===== src/pdr_pkg.sv =====
package pdr_pkg;
   typedef enum logic [1:0] {
      PDR_MODE_DISABLED,
      PDR_MODE_SWITCH_SENSING,
      PDR_MODE_SENSORLESS_POWER
   } pdr_mode_e;

   // switch source: 0 none, 1..6 base inputs, 7..12 extension inputs
   localparam int PDR_SRC_W = 4;
   localparam logic [PDR_SRC_W-1:0] PDR_SRC_NONE = 4'h0;
   localparam logic [PDR_SRC_W-1:0] PDR_SRC_BASE_FIRST = 4'h1;
   localparam logic [PDR_SRC_W-1:0] PDR_SRC_EXT_FIRST = 4'h7;
   localparam logic [PDR_SRC_W-1:0] PDR_SRC_LAST = 4'hc;
   localparam int PDR_NUM_DI = 6;

   // power in 0.01 kW, speed in 0.1 Hz, factor in percent
   localparam int PDR_PWR_W = 16;
   localparam int PDR_SPD_W = 13;
   localparam int PDR_PCT_W = 7;
   localparam int PDR_SEC_W = 12;
   localparam logic [PDR_SPD_W-1:0] PDR_SPEED_MAX = 13'h1388;
   localparam logic [PDR_PWR_W-1:0] PDR_POWER_MAX = 16'h7fff;
   localparam logic [PDR_PCT_W-1:0] PDR_PCT_MAX = 7'h64;
   localparam logic [PDR_SEC_W-1:0] PDR_DELAY_MAX = 12'he10;
   localparam logic [PDR_SEC_W-1:0] PDR_RESTART_MIN = 12'h00a;

   localparam logic [PDR_SEC_W-1:0] PDR_ERR_DELAY_RST = 12'h005;
   localparam logic [PDR_SEC_W-1:0] PDR_RESTART_DELAY_RST = 12'h03c;
   localparam logic [PDR_PCT_W-1:0] PDR_FACTOR_RST = 7'h46;

   localparam int PDR_CLK_HZ = 40000000;
   localparam int PDR_SEC_TICK_S = 1;
   localparam int PDR_SEC_CYCLES = PDR_CLK_HZ * PDR_SEC_TICK_S;
endpackage


===== src/pdr_monitor.sv =====
`timescale 1ns/10ps
// Function
// - switch mode: selected input at its active level means dry run
// - mode selects disabled (default), switch sensing or sensorless power
// - source is none, base or extension input, each usable high or low active
// - power mode: dry run when estimate below curve scaled by factor, default 70%
// - curve is two speed/power points, speed to 500 Hz, power to 327.67 kW
// - signed mechanical power estimate spans -327.68 kW to +327.67 kW
// - curve point settings are shared with the low-flow monitor
// - warning stays asserted while dry-run condition is present
// - error raised when condition lasts longer than error delay, 0..3600 s, default 5
// - after error, restart is blocked until restart delay expires, even if cleared
// - restart delay 10..3600 s, default 60, only when mode is not disabled
// - error and restart inhibit are lost on power cycle
module pdr_monitor
   import pdr_pkg::*;
#(
   parameter int SEC_CYCLES = PDR_SEC_CYCLES
) (
   input wire logic clk,
   input wire logic reset,
   input wire pdr_mode_e dryrun_detect_mode,
   input wire logic [PDR_SRC_W-1:0] dryrun_switch_source,
   input wire logic dryrun_switch_active_low,
   input wire logic [PDR_NUM_DI-1:0] base_di,
   input wire logic [PDR_NUM_DI-1:0] ext_di,
   input wire logic signed [PDR_PWR_W-1:0] mech_power_estimate,
   input wire logic [PDR_SPD_W-1:0] motor_speed,
   input wire logic [PDR_PWR_W-1:0] noflow_low_power,
   input wire logic [PDR_SPD_W-1:0] noflow_low_speed,
   input wire logic [PDR_PWR_W-1:0] noflow_high_power,
   input wire logic [PDR_SPD_W-1:0] noflow_high_speed,
   input wire logic [PDR_PCT_W-1:0] dryrun_margin_factor,
   input wire logic [PDR_SEC_W-1:0] dryrun_error_delay,
   input wire logic [PDR_SEC_W-1:0] dryrun_restart_delay,
   input wire logic error_clear,
   output logic dryrun_warning_flag,
   output logic dryrun_error_flag,
   output logic restart_inhibit,
   output logic [PDR_PWR_W-1:0] noflow_low_power_out,
   output logic [PDR_SPD_W-1:0] noflow_low_speed_out,
   output logic [PDR_PWR_W-1:0] noflow_high_power_out,
   output logic [PDR_SPD_W-1:0] noflow_high_speed_out
);
   import pdr_pkg::*;

   localparam int TICK_W = $clog2(SEC_CYCLES + 1);
   localparam logic [TICK_W-1:0] TICK_LAST = TICK_W'(SEC_CYCLES - 1);

   // ---- pin inputs through synchronisers
   logic [PDR_NUM_DI-1:0] base_s, ext_s;

   pdr_sync #(.WIDTH(2 * PDR_NUM_DI)) u_sync (
      .clk(clk),
      .reset(reset),
      .async_in({ext_di, base_di}),
      .sync_out({ext_s, base_s})
   );

   // ---- switch selection
   wire logic src_is_base = (dryrun_switch_source >= PDR_SRC_BASE_FIRST) &&
                            (dryrun_switch_source < PDR_SRC_EXT_FIRST);
   wire logic src_is_ext = (dryrun_switch_source >= PDR_SRC_EXT_FIRST) &&
                           (dryrun_switch_source <= PDR_SRC_LAST);
   wire logic [PDR_SRC_W-1:0] base_idx = dryrun_switch_source - PDR_SRC_BASE_FIRST;
   wire logic [PDR_SRC_W-1:0] ext_idx = dryrun_switch_source - PDR_SRC_EXT_FIRST;
   wire logic sel_raw = src_is_base ? base_s[base_idx[2:0]] :
                        src_is_ext ? ext_s[ext_idx[2:0]] : 1'b0;
   // none selected never reports dry run, whatever the polarity
   wire logic switch_dry = (src_is_base || src_is_ext) &&
                           (sel_raw ^ dryrun_switch_active_low);

   // ---- no-flow curve, shared with the low-flow monitor
   assign noflow_low_power_out = noflow_low_power;
   assign noflow_low_speed_out = noflow_low_speed;
   assign noflow_high_power_out = noflow_high_power;
   assign noflow_high_speed_out = noflow_high_speed;

   // settings clamped to their ranges
   wire logic [PDR_SPD_W-1:0] spd_lo =
      (noflow_low_speed > PDR_SPEED_MAX) ? PDR_SPEED_MAX : noflow_low_speed;
   wire logic [PDR_SPD_W-1:0] spd_hi =
      (noflow_high_speed > PDR_SPEED_MAX) ? PDR_SPEED_MAX : noflow_high_speed;
   wire logic [PDR_PWR_W-1:0] pwr_lo =
      (noflow_low_power > PDR_POWER_MAX) ? PDR_POWER_MAX : noflow_low_power;
   wire logic [PDR_PWR_W-1:0] pwr_hi =
      (noflow_high_power > PDR_POWER_MAX) ? PDR_POWER_MAX : noflow_high_power;
   wire logic [PDR_PCT_W-1:0] factor =
      (dryrun_margin_factor > PDR_PCT_MAX) ? PDR_PCT_MAX : dryrun_margin_factor;

   // interpolation, held flat outside the two points
   wire logic [PDR_SPD_W-1:0] spd =
      (motor_speed < spd_lo) ? spd_lo : (motor_speed > spd_hi) ? spd_hi : motor_speed;
   wire logic [PDR_SPD_W-1:0] spd_span = (spd_hi > spd_lo) ? (spd_hi - spd_lo) : '0;
   wire logic [PDR_SPD_W-1:0] spd_off = (spd_hi > spd_lo) ? (spd - spd_lo) : '0;
   wire logic signed [PDR_PWR_W:0] pwr_delta =
      $signed({1'b0, pwr_hi}) - $signed({1'b0, pwr_lo});

   // registered pipeline: product, divide, scale
   logic signed [PDR_PWR_W+PDR_SPD_W+1:0] prod_r;
   logic [PDR_SPD_W-1:0] span_r;
   logic [PDR_PWR_W-1:0] base_pwr_r;
   logic [PDR_PWR_W-1:0] curve_r;
   logic [PDR_PWR_W+PDR_PCT_W-1:0] limit_r;
   logic signed [PDR_PWR_W-1:0] est_r, est2_r;
   logic power_dry_r;

   wire logic signed [PDR_PWR_W+PDR_SPD_W+1:0] quot =
      (span_r == '0) ? '0 : prod_r / $signed({1'b0, span_r});
   wire logic signed [PDR_PWR_W+PDR_SPD_W+1:0] curve_sum =
      $signed({{(PDR_SPD_W+2){1'b0}}, base_pwr_r}) + quot;
   wire logic [PDR_PWR_W-1:0] curve_val = curve_sum[PDR_PWR_W-1:0];
   wire logic [PDR_PWR_W+PDR_PCT_W-1:0] est_scaled =
      (est2_r[PDR_PWR_W-1]) ? '0 :
      (PDR_PWR_W+PDR_PCT_W)'(est2_r) * (PDR_PWR_W+PDR_PCT_W)'(PDR_PCT_MAX);

   always_ff @(posedge clk) begin
      if (reset) begin
         prod_r <= '0;
         span_r <= '0;
         base_pwr_r <= '0;
         est_r <= '0;
      end else begin
         prod_r <= pwr_delta * $signed({1'b0, spd_off});
         span_r <= spd_span;
         base_pwr_r <= pwr_lo;
         est_r <= mech_power_estimate;
      end
   end

   always_ff @(posedge clk) begin
      if (reset) begin
         curve_r <= '0;
         limit_r <= '0;
         est2_r <= '0;
         power_dry_r <= 1'b0;
      end else begin
         curve_r <= curve_val;
         est2_r <= est_r;
         limit_r <= curve_r * factor;
         // estimate*100 below curve*factor; negative estimates count as zero
         power_dry_r <= est_scaled < limit_r;
      end
   end

   // ---- condition by mode
   wire logic mode_on = (dryrun_detect_mode != PDR_MODE_DISABLED);
   logic condition;
   always_comb begin
      unique case (dryrun_detect_mode)
         PDR_MODE_SWITCH_SENSING: condition = switch_dry;
         PDR_MODE_SENSORLESS_POWER: condition = power_dry_r;
         default: condition = 1'b0;
      endcase
   end

   // ---- seconds time base
   logic [TICK_W-1:0] tick_cnt_r;
   wire logic sec_tick = (tick_cnt_r == TICK_LAST);
   always_ff @(posedge clk) begin
      if (reset) begin
         tick_cnt_r <= '0;
      end else begin
         tick_cnt_r <= sec_tick ? '0 : tick_cnt_r + 1'b1;
      end
   end

   // ---- error delay
   wire logic [PDR_SEC_W-1:0] err_delay =
      (dryrun_error_delay > PDR_DELAY_MAX) ? PDR_DELAY_MAX : dryrun_error_delay;
   logic [PDR_SEC_W-1:0] err_sec_r;
   logic [PDR_SEC_W-1:0] err_sec_nxt;
   wire logic delay_done = (err_sec_r >= err_delay);
   always_comb begin
      if (!condition) begin
         err_sec_nxt = '0;
      end else if (sec_tick && !delay_done) begin
         err_sec_nxt = err_sec_r + 1'b1;
      end else begin
         err_sec_nxt = err_sec_r;
      end
   end
   // a zero delay fires on the first cycle of the condition
   wire logic err_fire = condition && delay_done &&
                         ((err_delay == '0) || sec_tick);

   // ---- restart delay
   wire logic [PDR_SEC_W-1:0] rst_delay =
      (dryrun_restart_delay < PDR_RESTART_MIN) ? PDR_RESTART_MIN :
      (dryrun_restart_delay > PDR_DELAY_MAX) ? PDR_DELAY_MAX : dryrun_restart_delay;
   logic [PDR_SEC_W-1:0] rst_sec_r;
   logic error_r, inhibit_r;

   always_ff @(posedge clk) begin
      // synchronous reset doubles as power-on reset: nothing survives it
      if (reset) begin
         err_sec_r <= '0;
         error_r <= 1'b0;
         inhibit_r <= 1'b0;
         rst_sec_r <= '0;
      end else begin
         err_sec_r <= err_sec_nxt;
         // a new firing wins over a clear in the same cycle
         if (err_fire) begin
            error_r <= 1'b1;
         end else if (error_clear) begin
            error_r <= 1'b0;
         end
         if (!mode_on) begin
            inhibit_r <= 1'b0;
            rst_sec_r <= '0;
         end else if (err_fire) begin
            inhibit_r <= 1'b1;
            rst_sec_r <= '0;
         end else if (inhibit_r && sec_tick) begin
            if (rst_sec_r + 1'b1 >= rst_delay) begin
               inhibit_r <= 1'b0;
            end
            rst_sec_r <= rst_sec_r + 1'b1;
         end
      end
   end

   assign dryrun_warning_flag = condition;
   assign dryrun_error_flag = error_r;
   assign restart_inhibit = inhibit_r;
endmodule


===== src/pdr_sync.sv =====
`timescale 1ns/10ps
// three-stage input synchroniser; the output follows once stages two and three agree
module pdr_sync #(
   parameter int WIDTH = 1
) (
   input wire logic clk,
   input wire logic reset,
   input wire logic [WIDTH-1:0] async_in,
   output logic [WIDTH-1:0] sync_out
);
   logic [WIDTH-1:0] s1_r, s2_r, s3_r, out_r;
   // a bit follows stage three only where stages two and three agree
   wire logic [WIDTH-1:0] agree = ~(s2_r ^ s3_r);
   wire logic [WIDTH-1:0] out_nxt = (agree & s3_r) | (~agree & out_r);

   always_ff @(posedge clk) begin
      if (reset) begin
         s1_r <= '0;
         s2_r <= '0;
         s3_r <= '0;
         out_r <= '0;
      end else begin
         s1_r <= async_in;
         s2_r <= s1_r;
         s3_r <= s2_r;
         out_r <= out_nxt;
      end
   end

   assign sync_out = out_r;
endmodule


===== config.mk =====
export PLATFORM = sky130hd
export DESIGN_NAME = pdr_monitor
export DESIGN_NICKNAME = d
export VERILOG_FILES = /design/src/pdr_pkg.sv /design/src/pdr_monitor.sv /design/src/pdr_sync.sv
export SDC_FILE = /design/constraint.sdc
export NUM_CORES = 2
export LEC_CHECK = 0
export BUFFER_PORTS_ARGS = -buffer_cell sky130_fd_sc_hd__buf_2
export CORE_UTILIZATION = 52
export DETAILED_ROUTE_END_ITERATION = 16
export PLACE_DENSITY = 0.69
export SLEW_MARGIN = 40
export SYNTH_ARGS = -nofsm -noshare
export SYNTH_HDL_FRONTEND = slang
export SYNTH_SLANG_ARGS = --single-unit

===== constraint.sdc =====
create_clock -name clk -period 104.2 [get_ports clk]
set_input_delay 26.05 -clock clk [delete_from_list [all_inputs] [get_ports clk]]
set_output_delay 26.05 -clock clk [all_outputs]
set_load 0.02 [all_outputs]

### Word level (Yosys, flattened, before mapping)

Cells that the tools add are included.

* equal/unequal tests: 3
* reduce and logical (&&, ||, !) cells: 22
* bitwise operators: 10
* order comparisons: 20
* div/mod/pow operators: 1
* multiply operators: 3
* muxes and demuxes: 25
* add/subtract/negate cells: 9

Operator list (number)
* 13-bit 2-to-1 mux: 5
* 16-bit 2-to-1 mux: 3
* 12-bit 2-to-1 mux: 3
* 16-bit by 15-bit greater-than comparator with 1-bit output, second input constant: 2
* 31-bit by 13-bit divider with 31-bit output: 1
* 17-bit by 14-bit multiplier with 31-bit output: 1
* 26-bit by 1-bit adder with 26-bit output, second input constant: 1
* 26-bit == test, second input constant: 1
* 13-bit greater-than comparator: 2
* 13-bit greater-than comparator, second input constant: 2
* 13-bit subtractor: 2
* 12-bit by 1-bit adder with 12-bit output, second input constant: 2
* 12-bit AND: 2
* 12-bit greater-or-equal comparator: 2
* 12-bit greater-than comparator, second input constant: 2
* 12-bit NOT: 2
* 23-bit less-than comparator: 1
* 16-bit by 7-bit multiplier with 23-bit output: 1
* 23-bit by 5-bit multiplier with 21-bit output, second input constant: 1
* 23-bit 2-to-1 mux: 1
* 16-bit by 16-bit subtractor with 17-bit output: 1
* 16-bit adder: 1
* 13-bit zero test: 1
* 13-bit less-than comparator: 1
* 27 further kinds: 52

* output and inout port bits: 61
* input bits: 140
* bits in registers: 232
* logic and storage cells: 110

### Depth between registers and ports, before layout

* depth after elaboration: 12
* gate-level depth with buffers: 460
* mapped depth without buffers: 428

### Hierarchy

From an unflattened synthesis, not the netlist that was laid out.

* cells, all modules: 5775
* area total of the unflattened synthesis: 45233.4 um^2

Modules (own cells, without submodules)
* pdr_monitor: seq. area each 3683.5 um^2, instances 1, cells each 5650, area an instance 43813.3 um^2
* pdr_sync: seq. area each 960.9 um^2, instances 1, cells each 125, area an instance 1420.1 um^2

### Worst setup path before layout

Ideal clock, no wire load.

* path kind: register to register
* start point: register span_r[0]
* end point: register curve_r[15]
* setup time: 128 ps
* clock period less this slack: 85662 ps
* cell stages (with the launch flop): 436
* path slack: 18538 ps
* arrival time: 85534 ps
* buffers on the path: 38
* required time: 104072 ps
* cell sequence: dfxtp_1 -> inv_1 -> ha_1 -> and4_1 -> a31o_2 -> a21oi_1 -> a21oi_1 -> ha_1 -> o21a_1 -> a211oi_1 -> o21ai_0 -> o21ai_0 -> nor2_1 -> inv_1 -> ha_1 -> a21oi_1 -> nand2_1 -> and2_1 -> (+400 left out) -> ha_1 -> a21o_1 -> a21o_1 -> a21o_1 -> a21oi_1 -> o21bai_1 -> a21oi_1 -> o21bai_1 -> a21oi_1 -> o21bai_1 -> a21oi_1 -> o21bai_1 -> a21oi_1 -> o21bai_1 -> a21oi_1 -> xnor2_1 -> xnor2_1 -> nor2_1

* cells in the longest elaborated chain, start to end: 3
* elaborated cells on any way between the ends: 4
* classes of those cells: add/sub: 1; div: 1; mux: 1; reduce/logical: 1

Ends and longest elaborated chain
* start, declared: RTL line pdr_monitor.sv:101 `logic [PDR_SPD_W-1:0] span_r;`
* start signal, assigned: RTL line pdr_monitor.sv:125 `span_r <= spd_span;`
* 31-bit by 13-bit divider with 31-bit output / 13-bit zero test (equally long branches): RTL line pdr_monitor.sv:109 `(span_r == '0) ? '0 : prod_r / $signed({1'b0, span_r});`
* 16-bit 2-to-1 mux (*): RTL line pdr_monitor.sv:109
* 16-bit adder (*): RTL line pdr_monitor.sv:111 `$signed({{(PDR_SPD_W+2){1'b0}}, base_pwr_r}) + quot;`
* end signal, assigned: RTL line pdr_monitor.sv:138 `curve_r <= curve_val;`
* end, declared: RTL line pdr_monitor.sv:103 `logic [PDR_PWR_W-1:0] curve_r;`

Mark *: on every way between the ends. The rest lies on a longest branch, timed or not.
A chain may end at the register's enable or synchronous reset.

### Final worst setup path

* start point: register prod_r[2]
* end point: register curve_r[14]

* cells in the longest elaborated chain, start to end: 3

Ends and longest elaborated chain
* start, declared: RTL line pdr_monitor.sv:100 `logic signed [PDR_PWR_W+PDR_SPD_W+1:0] prod_r;`
* start signal, assigned: RTL line pdr_monitor.sv:124 `prod_r <= pwr_delta * $signed({1'b0, spd_off});`
* 31-bit by 13-bit divider with 31-bit output: RTL line pdr_monitor.sv:109
* 16-bit 2-to-1 mux: RTL line pdr_monitor.sv:109
* 16-bit adder: RTL line pdr_monitor.sv:111

No other way between the ends.

==> metrics <==
status=completed; Post-Syn Instances=5668; routed vias/inst=about 5.8; Max-slew headroom=between 40 and 50%; Clk Latency, worst-skew pair=0.55 ns; post-synthesis adder-cell area fraction=31.1%; clk sink count=~230; first drt pass iteration count=5; Die X=295 µm; vias in the first global route=between 30000 and 40000; Die Height=295 µm; Min Hold Slack=0.435 ns; gr usage total=26.5%; post-synthesis mux area share=3.25%; clock-pin slew on the worst setup and hold paths=0.06 ns; crit-path max FO=25; PortBufs=200; most common cell in the netlist=ha_1; Final Core Density=around 56%; fin crit share=89.4%; synth cell count leaders=ha_1, nor2_1, inv_1; Post-DP HPWL=95500 µm; fraction of registers with async set/reset=0%; Synth Area in Compound Gates=around 20%; DRT iter0 DRCs=~2200; top post-synthesis cells by area=ha_1, fa_1, dfxtp_1; max-cap viol count=0; GRT Residual Overflow=0; # diodes=0; clock skew=between 0.01 and 0.015 ns; Final ANT Viol Nets=0; share of cells above drive strength 1=9.05%; post-cts resize count=0; WHS Path Cells=1; DR vias=around 40000; Fill cells=7930; number of distinct library cells after synthesis=~130; Longest Clk Path Bufs=3; Top FF cell, synth=dfxtp_1; Reg2Reg Depth=413; Setup Crit Path Kind=flop to flop; Hold Buf Count CTS=0; cell area after synthesis=0.0445 mm²; RSZ-0062 raised after global routing=false; CTS Buf Count=26; final number of setup-violating endpoints=0; Max Clk Rate=10.7 MHz; Worst setup SP type=flop; Area growth, synth to finish=6.26%; Slowest-stage cell, CP=o32a_1; Setup TNS Final=0 ns; DRC=0; Cell Rows=~110; crit-path max cell delay=about 0.75 ns; Critical Path RT=104.61 ns; Hold Crit Class=flop to flop; syn avg cell area=approximately 7.9 µm²; Post-synth EDFFs=0; initial antenna violation count=0; flop-to-flop setup slack=between 10 and 15 ns; Pins Over Slew Limit=0; Setup crit end kind=flop; final wirelength=116000 µm; largest family of logic cells by synthesized area=adder cells; Initial Utilization=52.9%; I/O pins=201; post-CTS setup buffers=0; worst-margin pin slew=0.880 ns; Synth Area in XOR/XNOR=under 10%; Tmin final=between 90 and 100 ns; largest net degree at the start of global routing=77; Yosys reg bits=232; cell mode on critical path=o21a_1; synth warn=0; core box area=between 0.08 and 0.09 mm²; Nets=6799; wire per inst=around 17 µm; share of the synthesized area in the top cell type=17.6%; first-pass GRT wire length=between 150000 and 200000 µm; CTS HTree Levels=1; Final Wtd Congestion=0.924; largest area contributor in the netlist=ha_1; Seq/Total Area, Yosys=between 10% and 20%; CTS tree=done; die area=slightly below 0.09 mm²; Critical Path AT=~94 ns; Final Hold Fails=0; Root Buffer=clkbuf_16; simple-gate share of the synthesized area=a little over a fifth
## sequential cells by signal (all words and copies together) (netlist names), named ones only
signal and flops:
u_sync.s2_r 12, u_sync.s1_r 12, dryrun_error_flag 1, prod_r 31
err_sec_r 12, curve_r 16, tick_cnt_r 26, base_pwr_r 16
est_r 16, power_dry_r 1, u_sync.s3_r 12, rst_sec_r 12
est2_r 16, restart_inhibit 1, limit_r 23, span_r 13
## logic make-up (layout without fill, tap and decap cells)
family,after synthesis,in the layout
XOR/XNOR,345,345
AND/OR/NAND/NOR,1973,1973
flip-flops,232,232
AO/OA/AOI/OAI,1298,1298
buffers and inverters,762,842
multiplexers,130,130
adder cells (fa/ha/maj),926,926
other,2,3
## layout make-up
| class | count | area (µm²) | area share (%) |
|---|---|---|---|
| Tap cell | 1134 | 1420 | 3.00 |
| Clock buffer | 32 | 714 | 1.51 |
| Timing Repair Buffer | 252 | 1400 | 2.95 |
| Clock inverter | 12 | 183 | 0.386 |
| Sequential cell | 232 | 4640 | 9.81 |
| Inverter | 546 | 2050 | 4.33 |
| Multi-Input combinational cell | 4675 | 36900 | 78.0 |
## worst paths after layout
check | startpoint | endpoint
max reg2reg | prod_r[2] | curve_r[14]
min reg2reg | u_sync.s1_r[11] | u_sync.s2_r[11]
min | u_sync.s1_r[11] | u_sync.s2_r[11]
max | prod_r[2] | curve_r[14]
## worst max-delay path, delay by kind of cell (launching register included)
kind,cells,cell delay (ns)
muxes,9,2.93
AOI/OAI and AO/OA,242,53.02
DFF,1,0.34
buffers and inverters,20,3.57
adders and majority gates,32,9.79
and+or+nand+nor,109,22.88
xor gates and xnor gates,1,0.16
## metrics by stage
step	setup slack [ns]	area (µm²)	std cells
4_1_cts	11.46	47300	6882
6_report	11.08	47300	6883
3_3_place_gp	13.81	46300	6838
3_5_place_dp	11.88	46400	6838
5_1_grt	3.11	47300	6883
2_1_floorplan	18.54	44500	5669
## layer usage
metal  GRT usage [%]  up-vias  share of wire, %
li1                -    19809                 -
met3            2.87      194               5.4
met2            44.7     1092                46
met5               0        -                 0
met1            36.0    18891                46
met4            6.95        0               2.8
## cell usage in the layout, fill, tap and decap left out, types with 68 or more instances in the layout
cell,synthesis,final
nand2b_1,68,68
o21bai_1,85,85
ha_1,625,625
buf_2,13,199
dfxtp_1,232,232
a21o_1,117,117
fa_1,301,301
xnor2_1,235,232
xor2_1,109,109
o21a_1,179,179
o31ai_1,111,108
inv_1,541,536
nor3_1,202,199
nand2_1,521,521
nor2_1,565,564
a21oi_1,323,322
nor2b_1,143,142
o21ai_0,173,172
nand3_1,96,96
and2_1,71,71
mux2_2,79,79
Power is not shown: default switching activity piles up to over one toggle a cycle in this logic, so the estimate is an artifact.
